==> config.mk <==
export PLATFORM = sky130hd
export DESIGN_NAME = periodic_timebase_interrupt
export DESIGN_NICKNAME = d
export VERILOG_FILES = /design/src/rtl/tbm_pkg.sv /design/src/rtl/periodic_timebase_interrupt.sv
export SDC_FILE = /design/constraint.sdc
export NUM_CORES = 1
export LEC_CHECK = 0
export BUFFER_PORTS_ARGS = -buffer_cell sky130_fd_sc_hd__buf_4
export CAP_MARGIN = 40
export CORE_MARGIN = 4
export CORE_UTILIZATION = 58
export DETAILED_ROUTE_END_ITERATION = 7
export PLACE_DENSITY = 0.78
export SLEW_MARGIN = 20
export SYNTH_ARGS = -nofsm -noshare
export SYNTH_HDL_FRONTEND = slang
export SYNTH_SLANG_ARGS = --single-unit
==> constraint.sdc <==
create_clock -name sys_clk_i -period 3.5 [get_ports sys_clk_i]
set_clock_uncertainty 0.2 [all_clocks]
set_input_delay 0.7 -clock sys_clk_i [delete_from_list [all_inputs] [get_ports sys_clk_i]]
set_output_delay 0.7 -clock sys_clk_i [all_outputs]
set_load 0.02 [all_outputs]
==> src/rtl/tbm_pkg.sv <==
// shared constants, register layout and carrier types for the periodic timebase
package tbm_pkg;

  // register bus geometry
  localparam int unsigned ADDR_W = 2;
  localparam int unsigned DATA_W = 8;

  // register offsets
  localparam logic [1:0] OFS_CTRL       = 2'h0;
  localparam logic [1:0] OFS_IRQ_STATUS = 2'h1;
  localparam logic [1:0] OFS_IRQ_MASK   = 2'h2;

  // timebase_control field positions
  localparam int unsigned BIT_FLAG     = 7;
  localparam int unsigned RATE_LSB     = 4;
  localparam int unsigned RATE_W       = 3;
  localparam int unsigned BIT_ACK      = 3;
  localparam int unsigned BIT_IRQ_EN   = 2;
  localparam int unsigned BIT_ENABLE   = 1;

  // interrupt status / mask field positions
  localparam int unsigned BIT_EVT_TICK = 0;
  localparam int unsigned EVT_W        = 1;

  // reset values
  localparam logic [7:0] CTRL_RST       = 8'h00;
  localparam logic [7:0] IRQ_STATUS_RST = 8'h00;
  localparam logic [7:0] IRQ_MASK_RST   = 8'h00;

  // divider chain: 15 selectable stages plus an optional divide-by-128 prescale
  localparam int unsigned DIV_STAGES    = 15;
  localparam int unsigned PRESCALE_LOG2 = 7;
  localparam int unsigned CNT_W         = DIV_STAGES + PRESCALE_LOG2;

  // log2 of the divider tap for each rate code, no prescale
  localparam logic [4:0] TAP_LOG2 [8] = '{5'h0f, 5'h0d, 5'h0b, 5'h07,
                                          5'h06, 5'h05, 5'h04, 5'h03};

  // system clock figures
  localparam int unsigned SYS_CLK_HZ = 125_000_000;
  localparam int unsigned SYS_CLK_NS = 8;

  typedef struct packed {
    logic [2:0] rate_select;
    logic       timebase_irq_enable;
    logic       timebase_enable;
  } ctrl_s;

  typedef struct packed {
    logic [ADDR_W-1:0] addr;
    logic [DATA_W-1:0] wdata;
    logic              wr;
    logic              rd;
  } bus_req_s;

endpackage

==> src/rtl/periodic_timebase_interrupt.sv <==
// periodic timebase: divider counter, overflow flag and interrupt, register port
//
// How it works
// RQ1 - The counter advances on each oscillator clock rising edge, optionally through a divide-by-128 prescale.
// RQ2 - While timebase_enable is zero the divider counter is held at zero.
// RQ3 - Once timebase_enable is one the divider counter starts incrementing.
// RQ4 - The read-only timebase_flag is set whenever the counter overflows at the tap picked by rate_select.
// RQ5 - An interrupt is requested while timebase_flag and timebase_irq_enable are both one.
// RQ6 - Writing one to flag_acknowledge clears timebase_flag; writing zero does nothing.
// RQ7 - flag_acknowledge is write-only and always reads back as zero.
// RQ8 - The first event after enabling comes at about half the period, the later ones at the full period.
// RQ9 - Without prescale, codes 000 to 111 give taps 32768, 8192, 2048, 128, 64, 32, 16 and 8.
// RQ10 - With the prescale each tap is 128 times longer, from 4194304 down to 1024.
// RQ11 - The event period is the divider value over the counter input clock frequency.
// RQ12 - Software must disable the timebase before changing rate_select.
// RQ13 - In stop mode the counter runs only if osc_run_in_stop is set, otherwise it is idle.
// RQ14 - The counter keeps running in wait mode, and the register is closed to the CPU in wait and stop.
// RQ15 - Reset clears timebase_enable and timebase_irq_enable.
// RQ16 - Software restarts the count from zero by clearing and then setting timebase_enable.
// RQ17 - timebase_flag stays set until acknowledged, and an overflow that meets an acknowledge keeps it set.
//
// Local design decisions: strobed register access and the address map.

`timescale 1ns/1ps
`default_nettype none

module periodic_timebase_interrupt #(
  parameter int unsigned COUNT_W = tbm_pkg::CNT_W
) (
  input  wire logic                        sys_clk_i,
  input  wire logic                        rst_n_i,
  input  wire logic                        ce_i,
  input  wire logic [tbm_pkg::ADDR_W-1:0]  addr_i,
  input  wire logic [tbm_pkg::DATA_W-1:0]  wr_data_i,
  input  wire logic                        wr_i,
  input  wire logic                        rd_i,
  output logic      [tbm_pkg::DATA_W-1:0]  rd_data_o,
  input  wire logic                        oscillator_clock_i,
  input  wire logic                        extra_prescale_select_i,
  input  wire logic                        osc_run_in_stop_i,
  input  wire logic                        wait_mode_i,
  input  wire logic                        stop_mode_i,
  output logic                             irq_o,
  output logic                             wakeup_o
);

  // the widest tap with prescale sits at bit COUNT_W-1
  initial begin
    if (COUNT_W != tbm_pkg::CNT_W) begin
      $error("COUNT_W must equal the divider chain length");
    end
  end

  tbm_pkg::bus_req_s req;
  tbm_pkg::ctrl_s    ctrl_ff;
  tbm_pkg::ctrl_s    nxt_ctrl;

  logic                          osc_prev_ff;
  logic                          osc_rise;
  logic                          counter_active;
  logic                          count_tick;
  logic [COUNT_W-1:0]            div_cnt_ff;
  logic [COUNT_W-1:0]            nxt_div_cnt;
  logic [4:0]                    tap_idx;
  logic                          tap_event;
  logic                          flag_ff;
  logic [tbm_pkg::EVT_W-1:0]     irq_status_ff;
  logic [tbm_pkg::EVT_W-1:0]     irq_mask_ff;
  logic                          bus_open;
  logic                          wr_ctrl;
  logic                          wr_status;
  logic                          wr_mask;
  logic                          ack;
  logic                          irq_cond;
  logic [tbm_pkg::DATA_W-1:0]    nxt_rd_data;
  logic [tbm_pkg::DATA_W-1:0]    ctrl_view;

  assign req.addr  = addr_i;
  assign req.wdata = wr_data_i;
  assign req.wr    = wr_i;
  assign req.rd    = rd_i;

  // ---------------------------------------------------------------
  // register access
  // ---------------------------------------------------------------

  // the cpu cannot reach the register while in a low power mode
  assign bus_open = ~wait_mode_i & ~stop_mode_i; // RQ14

  assign wr_ctrl   = req.wr & bus_open & (req.addr == tbm_pkg::OFS_CTRL);
  assign wr_status = req.wr & bus_open & (req.addr == tbm_pkg::OFS_IRQ_STATUS);
  assign wr_mask   = req.wr & bus_open & (req.addr == tbm_pkg::OFS_IRQ_MASK);

  // only a one in the acknowledge position acts
  assign ack = wr_ctrl & req.wdata[tbm_pkg::BIT_ACK]; // RQ6

  always_comb begin
    nxt_ctrl = ctrl_ff;
    if (wr_ctrl) begin
      nxt_ctrl.rate_select =
        req.wdata[tbm_pkg::RATE_LSB +: tbm_pkg::RATE_W];
      nxt_ctrl.timebase_irq_enable = req.wdata[tbm_pkg::BIT_IRQ_EN];
      nxt_ctrl.timebase_enable     = req.wdata[tbm_pkg::BIT_ENABLE];
    end
  end

  always_ff @(posedge sys_clk_i or negedge rst_n_i) begin
    if (!rst_n_i) begin
      ctrl_ff <= tbm_pkg::ctrl_s'(tbm_pkg::CTRL_RST[4:0]); // RQ15
    end else if (ce_i) begin
      ctrl_ff <= nxt_ctrl;
    end
  end

  // ---------------------------------------------------------------
  // oscillator edge and counter
  // ---------------------------------------------------------------

  // the oscillator input is sampled on the system clock, so it must be
  // well below half of sys_clk for no edge to be missed
  always_ff @(posedge sys_clk_i or negedge rst_n_i) begin
    if (!rst_n_i) begin
      osc_prev_ff <= 1'b0;
    end else if (ce_i) begin
      osc_prev_ff <= oscillator_clock_i;
    end
  end

  assign osc_rise = oscillator_clock_i & ~osc_prev_ff; // RQ1

  // wait mode does not stop it; stop mode does unless the oscillator runs
  assign counter_active = ~stop_mode_i | osc_run_in_stop_i; // RQ13 RQ14

  assign count_tick = osc_rise & counter_active & ctrl_ff.timebase_enable; // RQ3

  assign nxt_div_cnt = div_cnt_ff + {{(COUNT_W-1){1'b0}}, 1'b1};

  always_ff @(posedge sys_clk_i or negedge rst_n_i) begin
    if (!rst_n_i) begin
      div_cnt_ff <= '0;
    end else if (ce_i) begin
      if (!ctrl_ff.timebase_enable) begin
        div_cnt_ff <= '0; // RQ2 RQ16
      end else if (count_tick) begin
        div_cnt_ff <= nxt_div_cnt; // RQ3
      end
    end
  end

  // one chain serves both clock choices: the prescale just moves every tap
  // seven stages further up, multiplying each period by 128
  always_comb begin
    tap_idx = tbm_pkg::TAP_LOG2[ctrl_ff.rate_select] - 5'h01; // RQ9
    if (extra_prescale_select_i) begin
      tap_idx = tap_idx + 5'(tbm_pkg::PRESCALE_LOG2); // RQ10 RQ1
    end
  end

  // an event is the rise of the bit below the tap: from zero that comes after
  // half a period, then once every full period of divider/f_in
  assign tap_event = count_tick & ~div_cnt_ff[tap_idx] & nxt_div_cnt[tap_idx]; // RQ4 RQ8 RQ11

  // ---------------------------------------------------------------
  // flag and interrupt status
  // ---------------------------------------------------------------

  // set beats acknowledge so an overflow in the same cycle is kept
  always_ff @(posedge sys_clk_i or negedge rst_n_i) begin
    if (!rst_n_i) begin
      flag_ff <= 1'b0;
    end else if (ce_i) begin
      if (tap_event) begin
        flag_ff <= 1'b1; // RQ4 RQ17
      end else if (ack) begin
        flag_ff <= 1'b0; // RQ6 RQ17
      end
    end
  end

  // sticky event record, write one to clear, new event wins
  always_ff @(posedge sys_clk_i or negedge rst_n_i) begin
    if (!rst_n_i) begin
      irq_status_ff <= tbm_pkg::IRQ_STATUS_RST[tbm_pkg::EVT_W-1:0];
    end else if (ce_i) begin
      if (tap_event) begin
        irq_status_ff[tbm_pkg::BIT_EVT_TICK] <= 1'b1;
      end else if (wr_status) begin
        irq_status_ff <= irq_status_ff & ~req.wdata[tbm_pkg::EVT_W-1:0];
      end
    end
  end

  always_ff @(posedge sys_clk_i or negedge rst_n_i) begin
    if (!rst_n_i) begin
      irq_mask_ff <= tbm_pkg::IRQ_MASK_RST[tbm_pkg::EVT_W-1:0];
    end else if (ce_i) begin
      if (wr_mask) begin
        irq_mask_ff <= req.wdata[tbm_pkg::EVT_W-1:0];
      end
    end
  end

  assign irq_cond = (flag_ff & ctrl_ff.timebase_irq_enable) |
                    (|(irq_status_ff & irq_mask_ff)); // RQ5

  // registered outputs add one cycle of latency to the request
  always_ff @(posedge sys_clk_i or negedge rst_n_i) begin
    if (!rst_n_i) begin
      irq_o <= 1'b0;
    end else if (ce_i) begin
      irq_o <= irq_cond; // RQ5
    end
  end

  // the request doubles as the wakeup source while stopped
  always_ff @(posedge sys_clk_i or negedge rst_n_i) begin
    if (!rst_n_i) begin
      wakeup_o <= 1'b0;
    end else if (ce_i) begin
      wakeup_o <= irq_cond & stop_mode_i; // RQ13
    end
  end

  // ---------------------------------------------------------------
  // read path
  // ---------------------------------------------------------------

  always_comb begin
    ctrl_view = '0;
    ctrl_view[tbm_pkg::BIT_FLAG] = flag_ff;
    ctrl_view[tbm_pkg::RATE_LSB +: tbm_pkg::RATE_W] = ctrl_ff.rate_select;
    ctrl_view[tbm_pkg::BIT_ACK] = 1'b0; // RQ7
    ctrl_view[tbm_pkg::BIT_IRQ_EN] = ctrl_ff.timebase_irq_enable;
    ctrl_view[tbm_pkg::BIT_ENABLE] = ctrl_ff.timebase_enable;
  end

  always_comb begin
    nxt_rd_data = '0;
    if (req.rd && bus_open) begin // RQ14
      unique case (req.addr)
        tbm_pkg::OFS_CTRL: begin
          nxt_rd_data = ctrl_view;
        end
        tbm_pkg::OFS_IRQ_STATUS: begin
          nxt_rd_data[tbm_pkg::EVT_W-1:0] = irq_status_ff;
        end
        tbm_pkg::OFS_IRQ_MASK: begin
          nxt_rd_data[tbm_pkg::EVT_W-1:0] = irq_mask_ff;
        end
        default: begin
          nxt_rd_data = '0;
        end
      endcase
    end
  end

  // data stands only in the cycle after the strobe, zero otherwise
  always_ff @(posedge sys_clk_i or negedge rst_n_i) begin
    if (!rst_n_i) begin
      rd_data_o <= '0;
    end else if (ce_i) begin
      rd_data_o <= nxt_rd_data;
    end
  end

endmodule

`default_nettype wire

== Yosys cells after proc, flatten, opt, wreduce, memory -nomap -nowiden ==
Memories as Yosys holds them, arrays and structs flattened.
Cells that the tools add are included.

* Bits in registers: 41
* Bits in read-only memories: 40
* Input bits: 20
* Output and inout port bits: 10
* Word-level logic and storage cells: 68
* Memories kept: 1

* Add/sub/neg operators: 3
* Magnitude comparators: 2
* Eq/ne operators: 3
* Multiplexer cells: 16
* Bitwise operators: 23
* Reduce and logical (&&, ||, !) cells: 9

{| class="wikitable"
|+ Memory list
! memory !! words !! width !! rd ports !! clocked after memory_dff !! wr ports !! line !! text
|-
| (name not given) || 8 || 5 || 1 || 0 || 0 || periodic_timebase_interrupt.sv:153 || <nowiki>tap_idx = tbm_pkg::TAP_LOG2[ctrl_ff.rate_select] - 5'h01;</nowiki>
|}

{| class="wikitable"
|+ Operators with widths
! kind !! count
|-
| $mux 22 || 2
|-
| $add 22x1->22 const B || 1
|-
| $and 1x1->1 || 15
|-
| $mux 5 || 3
|-
| $bmux 1 s5 || 2
|-
| $reduce_and 2->1 || 5
|-
| $mux 8 || 1
|-
| $mux 7 || 1
|-
| $lt 5x6->1 const B || 1
|-
| $mux 1 || 6
|-
| $add 5x3->5 const B || 1
|-
| $not 1->1 || 5
|-
| $sub 5x1->5 const B || 1
|-
| $ge 4x4->1 const B || 1
|-
| $not 3->4 || 1
|-
| $reduce_bool 2->1 || 2
|-
| $eq 2x1->1 const B || 1
|-
| $eq 2x2->1 const B || 1
|-
| $logic_not 2->1 || 1
|-
| $ne 2x1->1 const B || 1
|-
| $or 1x1->1 || 2
|-
| $pmux 1 s2 || 1
|-
| $logic_and 1x1->1 || 1
|}

== Depth between registers and ports, before layout ==
Gate-level depths: netlist (run 1).

* Depth after elaboration: 14
* Mapped depth: 11
* Gate-level depth less buffers: 10

== Worst setup path before layout (run 1) ==
OpenSTA, ideal clock, no wires.

* Path type: reg2reg
* Start: register ctrl_ff[2] (netlist name)
* End: register flag_ff
* Data arrival time: 2767 ps
* Data required time: 3236 ps
* Slack: 469 ps
* Stages on the path, launching flop included: 12
* Path buffers: 1
* Cell sequence: dfrtp_1 -> inv_1 -> ha_1 -> nand2b_1 -> mux2i_1 -> or2_1 -> buf_2 -> a21oi_1 -> a221o_1 -> a221o_1 -> a221oi_2 -> a21o_1

* Longest elaborated chain between the ends: 14
* Elaborated cells between the ends (all ways): 17

{| class="wikitable"
|+ Ends and longest elaborated chain
! what !! line !! text
|-
| start, declared || periodic_timebase_interrupt.sv:55 || <nowiki>tbm_pkg::ctrl_s ctrl_ff;</nowiki>
|-
| start signal, assigned || periodic_timebase_interrupt.sv:109 || <nowiki>ctrl_ff <= tbm_pkg::ctrl_s'(tbm_pkg::CTRL_RST[4:0]);</nowiki>
|-
| start signal, assigned || periodic_timebase_interrupt.sv:111 || <nowiki>ctrl_ff <= nxt_ctrl;</nowiki>
|-
| $not 3->4 (not written as such) (*) || periodic_timebase_interrupt.sv:153 ||
|-
| $mem_v2 8x5 (*) || - ||
|-
| $mux 5 (not written as such) (*) (2 in a row) || periodic_timebase_interrupt.sv:153 ||
|-
| $sub 5x1->5 (*) || periodic_timebase_interrupt.sv:153 ||
|-
| $add 5x3->5 || periodic_timebase_interrupt.sv:155 || <nowiki>tap_idx = tap_idx + 5'(tbm_pkg::PRESCALE_LOG2);</nowiki>
|-
| $mux 5 (*) || periodic_timebase_interrupt.sv:154 || <nowiki>if (extra_prescale_select_i) begin</nowiki>
|-
| $bmux 1 s5 || periodic_timebase_interrupt.sv:161 || <nowiki>assign tap_event = count_tick & ~div_cnt_ff[tap_idx] & nxt_div_cnt[tap_idx];</nowiki>
|-
| $mux 1 (not written as such) || periodic_timebase_interrupt.sv:161 ||
|-
| $not 1->1 || periodic_timebase_interrupt.sv:161 ||
|-
| $and 1x1->1 || periodic_timebase_interrupt.sv:161 ||
|-
| $and 1x1->1 (*) || periodic_timebase_interrupt.sv:161 ||
|-
| $reduce_bool 2->1 (no line) || - ||
|-
| $reduce_and 2->1 (no line) || - ||
|-
| end signal, assigned || periodic_timebase_interrupt.sv:170 || <nowiki>flag_ff <= 1'b0;</nowiki>
|-
| end signal, assigned || periodic_timebase_interrupt.sv:173 || <nowiki>flag_ff <= 1'b1;</nowiki>
|-
| end signal, assigned || periodic_timebase_interrupt.sv:175 || <nowiki>flag_ff <= 1'b0;</nowiki>
|-
| end, declared || periodic_timebase_interrupt.sv:66 || <nowiki>logic flag_ff;</nowiki>
|}

Every way passes the cells marked *; elsewhere a longest branch is shown, timed or not. The select of a mux whose other input is x is not followed.
A chain may end at the register's enable or synchronous reset.

== Final worst setup path (run 1) ==
* Start: register div_cnt_ff[9]
* End: register flag_ff

* Longest elaborated chain between the ends: 7
* Elaborated cells between the ends (all ways): 11

{| class="wikitable"
|+ Ends and longest elaborated chain
! what !! line !! text
|-
| start, declared || periodic_timebase_interrupt.sv:62 || <nowiki>logic [COUNT_W-1:0] div_cnt_ff;</nowiki>
|-
| start signal, assigned || periodic_timebase_interrupt.sv:145 || <nowiki>div_cnt_ff <= nxt_div_cnt;</nowiki>
|-
| branches (longest 4 deep; another with $add 22x1->22) || - ||
|-
| $and 1x1->1 (*) || periodic_timebase_interrupt.sv:161 ||
|-
| $reduce_bool 2->1 (no line) || - ||
|-
| $reduce_and 2->1 (no line) || - ||
|}

Every way passes the cells marked *. The select of a mux whose other input is x is not followed.

==> flow_summary.toml, run 1 <==
[cells_and_area]
antenna-diode-count = 0
sequential_cell_area_um2 = 1000
num-nets-final = 383
multi_input_area_um2 = 1640
final-instance-count-excl-fill = 407
share_of_cells_above_drive_strength_1_pct = 17.7
area_delta_synth_final_pct = 13.2
nFillCells = 357

[floorplanning]
ioPinCount = 30
die_y_um = 77.4
placement_rows = 24
die_area_um2 = 5990
floorplan.initialDensity_pct = 62.0
die-width_um = 77.4
core_area_um2 = 4500

[run]
maxCapViolCount = 0

[placed_design]
dp.final_hpwl_um = 4880
place_congestion = 0.908
port-buffer-count = 27
place.detailed.instances = 400

[yosys]
syn-cell-area_um2 = 2790
synth_compound_gate_area_share_pct = 22.9
ys_dominant_reg_cell = "sky130_fd_sc_hd__dfrtp_1"
netlist_instances = 329
synth-adder-area-share_pct = 3.59
synth-async-reset-ratio_pct = 100
synth_simple_gate_area_share_pct = 22.0
number_of_flops_mapped_to_enable_cells_by_yosys = 0
post-synth-top-area-fraction_pct = 35.9
per_instance_average_area_after_synthesis_um2 = 8.48
post_synth_net_total = 357
synth_top_family_by_area = "compound AO/OA/AOI/OAI gates"
yosys_register_bits = 40
synthMuxAreaShare_pct = 7.66
synth_cell_type_count = 59
sequential_element_share_of_the_synthesized_area_pct = 35.9
synthXorXnorAreaFrac_pct = 2.51
ys_warn_count = 0
netlist_top_cells_area = "sky130_fd_sc_hd__dfrtp_1 36%, sky130_fd_sc_hd__o21ai_0 7.5%, sky130_fd_sc_hd__nand2_1 4.3%, sky130_fd_sc_hd__ha_1 3.6%, sky130_fd_sc_hd__mux2i_1 3.2%"
synth_area_leader_cell = "sky130_fd_sc_hd__dfrtp_1"

[cts]
cts_buffers = 5
clock_tree_from_tritoncts = "done"
cts.htree.levels = 2
clock_tree.buffer_depth = 2
path_clk_slew_ns = 0.08
root_buffer_selected_by_cts = "sky130_fd_sc_hd__clkbuf_8"
holdBufCountCts = 0
cts_num_sinks = 40
worst_skew_pair_later_pin_latency_ns = 0.29

[global_route]
globalRouteOverflowTotal = 0
grt_pass1_vias = 2367
grt_pass1_wl_um = 11600
grt_antenna_before_repair = 0
gr-usage-all-layers_pct = 23.6
largest_net_degree_at_the_start_of_global_routing = 41

[worst_setup_path]
critical_path.slowest_cell = "sky130_fd_sc_hd__or3_1"
critical_path_required_ns = 3.53
slowest_delay_ns = 0.57
path_buf_inv = 0
worst_ep_arrival_time_ns = 3.22
critical_path.max_fanout = 10
worstPathCellList = "nand4_2 -> or3_1 -> nor3_4 -> o22ai_1 -> a221o_1 -> a221o_1 -> a221oi_2 -> a21o_1"
path_common_cell = "sky130_fd_sc_hd__a221o_1"
critPathLaunchType = "flop"
crit_type = "reg2reg"
worst_path_dominant_cell_family = "compound AO/OA/AOI/OAI gates"
crit_path_end_kind = "flop"

[route]
via_count = 2590
wirelength_um = 6710
remaining_drc_errors = 0
postRouteAntennaNets = 0
drt-initial-drc-count = 250
drt_first_pass_iters = 5
post_drt_wl_per_cell_um = 16.5
detail_route.vias_per_cell = 6.36

[timing]
max_slew.worst_pin.slew_ns = 0.748
final_report_setup_violation_count = 0
report.final.slew_viol_count = 0
fin_hold_ws_ns = 0.170
slew-limit-headroom_pct = 49.8
setup_repair_after_global_routing_missed_its_margin = "no"
layout_worst_path_cycle_share_pct = 91.1
report.final.hold_viol_count = 0
peak_freq_mhz = 314
setup_total_negative_slack_ns = 0
finalWorstPathRequiredPeriod_ns = 3.19

[worst_hold_path]
worst_hold_path_type = "in2async"

[power_and_ir_drop]
power_density_nw_per_um2 = 390
total_power_mw = 1.23
ir_worst_vdd_v = 0.000251
power.static_leakage_nw = 1.41

[run_status]
outcome = "finished clean"
## layout make-up
cell class | count | share of cell area [%]
Clock buffer | 7 | 3.05
Inverter | 17 | 2.02
Multi-Input combinational cell | 252 | 51.9
Sequential cell | 40 | 31.7
Tap cell | 52 | 2.06
Timing Repair Buffer | 39 | 9.27
## registers in the layout, indices dropped and copies added (netlist names)
name,cells
wakeup_o,1
flag_ff,1
irq_mask_ff,1
ctrl_ff,5
irq_status_ff,1
irq_o,1
osc_prev_ff,1
div_cnt_ff,22
rd_data_o,7
## kinds of logic (layout without fill, tap and decap cells)
group / Yosys count / after routing
and+or+nand+nor: 117 / 117
AOI/OAI and AO/OA: 100 / 100
DFF: 40 / 40
buffers and inverters: 37 / 63
muxes: 18 / 18
adders and majority gates: 8 / 8
xor gates and xnor gates: 8 / 8
other: 1 / 1
## stage by stage
step	setup slack, ns	util (%)	area, um2
2_1_floorplan	0.469	-	2790
3_3_place_gp	0.239	68.0	3060
3_5_place_dp	0.150	68.0	3060
4_1_cts	0.238	70.1	3160
5_1_grt	0.151	70.1	3160
6_report	0.313	70.1	3160
## per-layer routing
metal  GRT usage, %  wire, um
met4           8.01       104
met2           36.9      3150
met3           4.05       508
met5              0         0
met1           33.5      2950
## synth_stat cells, drive strengths merged, types with 5 or more instances
library cell   n
a21o           7
a21oi         13
a31oi          5
and3           5
buf            5
clkbuf        15
dfrtp         40
ha             8
inv           17
mux2           7
mux2i          9
nand2         32
nand2b        11
nand3         17
nand4          7
nor2          24
nor3           6
o21ai         42
## cell usage in the layout, fill, tap and decap left out, types with 3 or more instances in the layout
cell type                   n
sky130_fd_sc_hd__dfrtp_1   40
sky130_fd_sc_hd__and3_1     5
sky130_fd_sc_hd__nor3_1     5
sky130_fd_sc_hd__a21o_1     7
sky130_fd_sc_hd__o21ai_0   41
sky130_fd_sc_hd__ha_1       8
sky130_fd_sc_hd__clkbuf_8   7
sky130_fd_sc_hd__nand2_1   32
sky130_fd_sc_hd__nand3_1   17
sky130_fd_sc_hd__nand2b_1  11
sky130_fd_sc_hd__buf_4     39
sky130_fd_sc_hd__nand4_1    5
sky130_fd_sc_hd__a21oi_1   13
sky130_fd_sc_hd__nor2_1    23
sky130_fd_sc_hd__a31oi_1    5
sky130_fd_sc_hd__mux2i_1    9
sky130_fd_sc_hd__or3_1      3
sky130_fd_sc_hd__xnor2_1    4
sky130_fd_sc_hd__a22o_1     3
sky130_fd_sc_hd__o22ai_1    4
sky130_fd_sc_hd__mux2_2     7
sky130_fd_sc_hd__o31ai_1    4
sky130_fd_sc_hd__inv_1     17
sky130_fd_sc_hd__xor2_1     4
## repair_timing
| item | in CTS | in global routing |
|---|---|---|
| gates resized for setup | 0 | 1 |
| buffers inserted | 0 | 0 |
| setup endpoints to repair | 0 | 2 |
## where the power goes
part / switching [mW] / total, mW / internal (mW)
combinational: 0.214 / 0.380 / 0.166
clock: 0.156 / 0.332 / 0.176
sequential: 0.0308 / 0.522 / 0.491
total: 0.401 / 1.23 / 0.833
## path summary, 6_finish.rpt
kind / cells after the start / startpoint / endpoint / slack (ns)
max in group asynchronous: 1 / rst_n_i / div_cnt_ff[4] / 2.55
min reg2reg: 1 / osc_prev_ff / osc_prev_ff / 0.32
min in group sys_clk_i: 1 / osc_prev_ff / osc_prev_ff / 0.32
max reg2reg: 8 / div_cnt_ff[9] / flag_ff / 0.31
min: 1 / rst_n_i / ctrl_ff[3] / 0.17
max: 8 / div_cnt_ff[9] / flag_ff / 0.31
No activity file was read; power rests on OpenSTA's default activity.
==> inputs of run 2 (changes only) <==
CORE_ASPECT_RATIO = 0.6   (was default)
==> flow_summary.toml, run 2 (synthesis gave the netlist of run 1 again) <==
[run_status]
outcome = "finished clean"

[placed_design]
port-buffer-count = 27
place_congestion = 0.883
place_area_um2 = 3050
dp.final_hpwl_um = 5070

[worst_setup_path]
r2r_end = "irq_status_ff"
crit_path_end_kind = "flop"
critPathLaunchType = "flop"
rr_worst_depth = 9
crit_type = "reg2reg"
critical_path_required_ns = 3.55
ff2ff_setup_slack_ns = 0.26
reg2reg_from = "ctrl_ff[3]"
worst_ep_arrival_time_ns = 3.29
critical_path.max_fanout = 11

[cts]
cts.htree.levels = 2
cts_num_sinks = 40
root_buffer_selected_by_cts = "sky130_fd_sc_hd__clkbuf_8"
cts_setup_buffers = 0
worst_skew_pair_later_pin_latency_ns = 0.31
clock_tree_from_tritoncts = "done"
cts_buffers = 5
path_clk_slew_ns = 0.08
clock_tree.buffer_depth = 2

[floorplanning]
floorplan.initialDensity_pct = 60.5
core_area_um2 = 4610
die-width_um = 97.6
placement_rows = 19
die_area_um2 = 6020
die_y_um = 61.7
ioPinCount = 30

[global_route]
gr-usage-all-layers_pct = 25.3
largest_net_degree_at_the_start_of_global_routing = 41
grt_pass1_wl_um = 12000
globalRouteOverflowTotal = 0
grt_antenna_before_repair = 0
grt_pass1_vias = 2492

[route]
drt-initial-drc-count = 160
postRouteAntennaNets = 0
post_drt_wl_per_cell_um = 16.8
remaining_drc_errors = 0
wirelength_um = 7010
detail_route.vias_per_cell = 6.30
drt_first_pass_iters = 5
via_count = 2620

[cells_and_area]
utilization_pct = 69.0
max_reg_flops = 22
num-nets-final = 380
antenna-diode-count = 0
share_of_cells_above_drive_strength_1_pct = 17.3
area_delta_synth_final_pct = 13.9
layout_top_registers = "div_cnt_ff x22, rd_data_o x7, ctrl_ff x5"
layout_common_cells = "41 x sky130_fd_sc_hd__o21ai_0, 40 x sky130_fd_sc_hd__dfrtp_1, 36 x sky130_fd_sc_hd__buf_4"
final_common_cell = "sky130_fd_sc_hd__o21ai_0"
registers.top_by_ff_count = "div_cnt_ff"
final_design_area_no_fill_um2 = 3180

[timing]
max_slew.worst_pin.slew_ns = 0.758
finalWorstPathRequiredPeriod_ns = 3.24
slew-limit-headroom_pct = 49.3
peak_freq_mhz = 308
report.final.hold_viol_count = 0
final_report_setup_violation_count = 0
layout_worst_path_cycle_share_pct = 92.7
fin_hold_ws_ns = 0.163
report.final.slew_viol_count = 0
setup_total_negative_slack_ns = 0
setup_repair_after_global_routing_missed_its_margin = "no"

[power_and_ir_drop]
pwr-share-seq_pct = 40.3
switching_power_uw = 413
ir_worst_vdd_v = 0.000233
power_frac_comb_pct = 27.6
share_clk_of_total_power_pct = 32.2
swShare_pct = 31.5
power.static_leakage_nw = 1.41
power_density_nw_per_um2 = 412
cellInternalPower_uw = 897

[worst_hold_path]
worst_hold_path_type = "in2async"

[run]
maxCapViolCount = 0
-- run 2: cell count changes in the layout (fill, tap and decap cells not counted) --
cell / change
sky130_fd_sc_hd__buf_4: -3
sky130_fd_sc_hd__bufinv_16: +1
-- run 2: cell type report --
class,count,area (um2)
inverter,17,63.8
timing repair buffer,36,270
fill,381,1430
sequential,40,1000
tap,63,78.8
multi-input combinational,252,1640
clock buffer,7,96.3
clock inverter,1,30.0
-- run 2: how the worst max path moves through the flow --
stage | start | endpoint | cells after the start
CTS | ctrl_ff[2] | irq_status_ff | 10
global placement | extra_prescale_select_i | flag_ff | 9
detailed placement | extra_prescale_select_i | irq_status_ff | 9
global route | ctrl_ff[2] | irq_status_ff | 10
floorplan | ctrl_ff[2] | flag_ff | 11
finish | ctrl_ff[3] | irq_status_ff | 9
-- run 2: per-stage QoR --
stage / power [mW] / setup slack, ns / cells
after floorplan: 0.781 / 0.469 / 329
after global placement: 0.876 / 0.152 / 408
after detailed placement: 0.889 / 0.0489 / 408
after CTS: 1.31 / 0.120 / 416
after global routing: 1.38 / 0.0357 / 416
final: 1.31 / 0.256 / 416
-- run 2: worst max-delay path: stages, from the launching register on --
cell,delay [ns]
sky130_fd_sc_hd__dfrtp_1,0.43
sky130_fd_sc_hd__ha_1,0.37
sky130_fd_sc_hd__nand2b_1,0.17
sky130_fd_sc_hd__mux2i_1,0.34
sky130_fd_sc_hd__or2_2,0.37
sky130_fd_sc_hd__a21oi_1,0.12
sky130_fd_sc_hd__a221o_1,0.35
sky130_fd_sc_hd__a221o_1,0.37
sky130_fd_sc_hd__a221oi_2,0.35
sky130_fd_sc_hd__a21o_1,0.13
-- run 2: what timing repair did --
action | in CTS | in global routing
gates resized for setup | 0 | 1
hold buffers | 0 | 0
endpoints found under the setup margin | 0 | 2
-- run 2: metal layers --
| metal | wire, um | vias up | track usage (%) | share of wire, % |
|---|---|---|---|---|
| met1 | 3500 | 1273 | 37.6 | 50 |
| li1 | - | 1239 | - | - |
| met2 | 2910 | 100 | 37.7 | 41 |
| met5 | 0 | - | 0 | 0 |
| met3 | 529 | 8 | 6.13 | 7.6 |
| met4 | 73 | 0 | 6.11 | 1.0 |
-- run 2: power groups by stage --
stage / logic, mW / registers [mW] / clock network (mW)
after floorplan: 0.255 / 0.526 / 0
after global placement: 0.342 / 0.534 / 0
after detailed placement: 0.353 / 0.535 / 0
after CTS: 0.357 / 0.526 / 0.428
after global routing: 0.397 / 0.533 / 0.451
final: 0.361 / 0.528 / 0.421
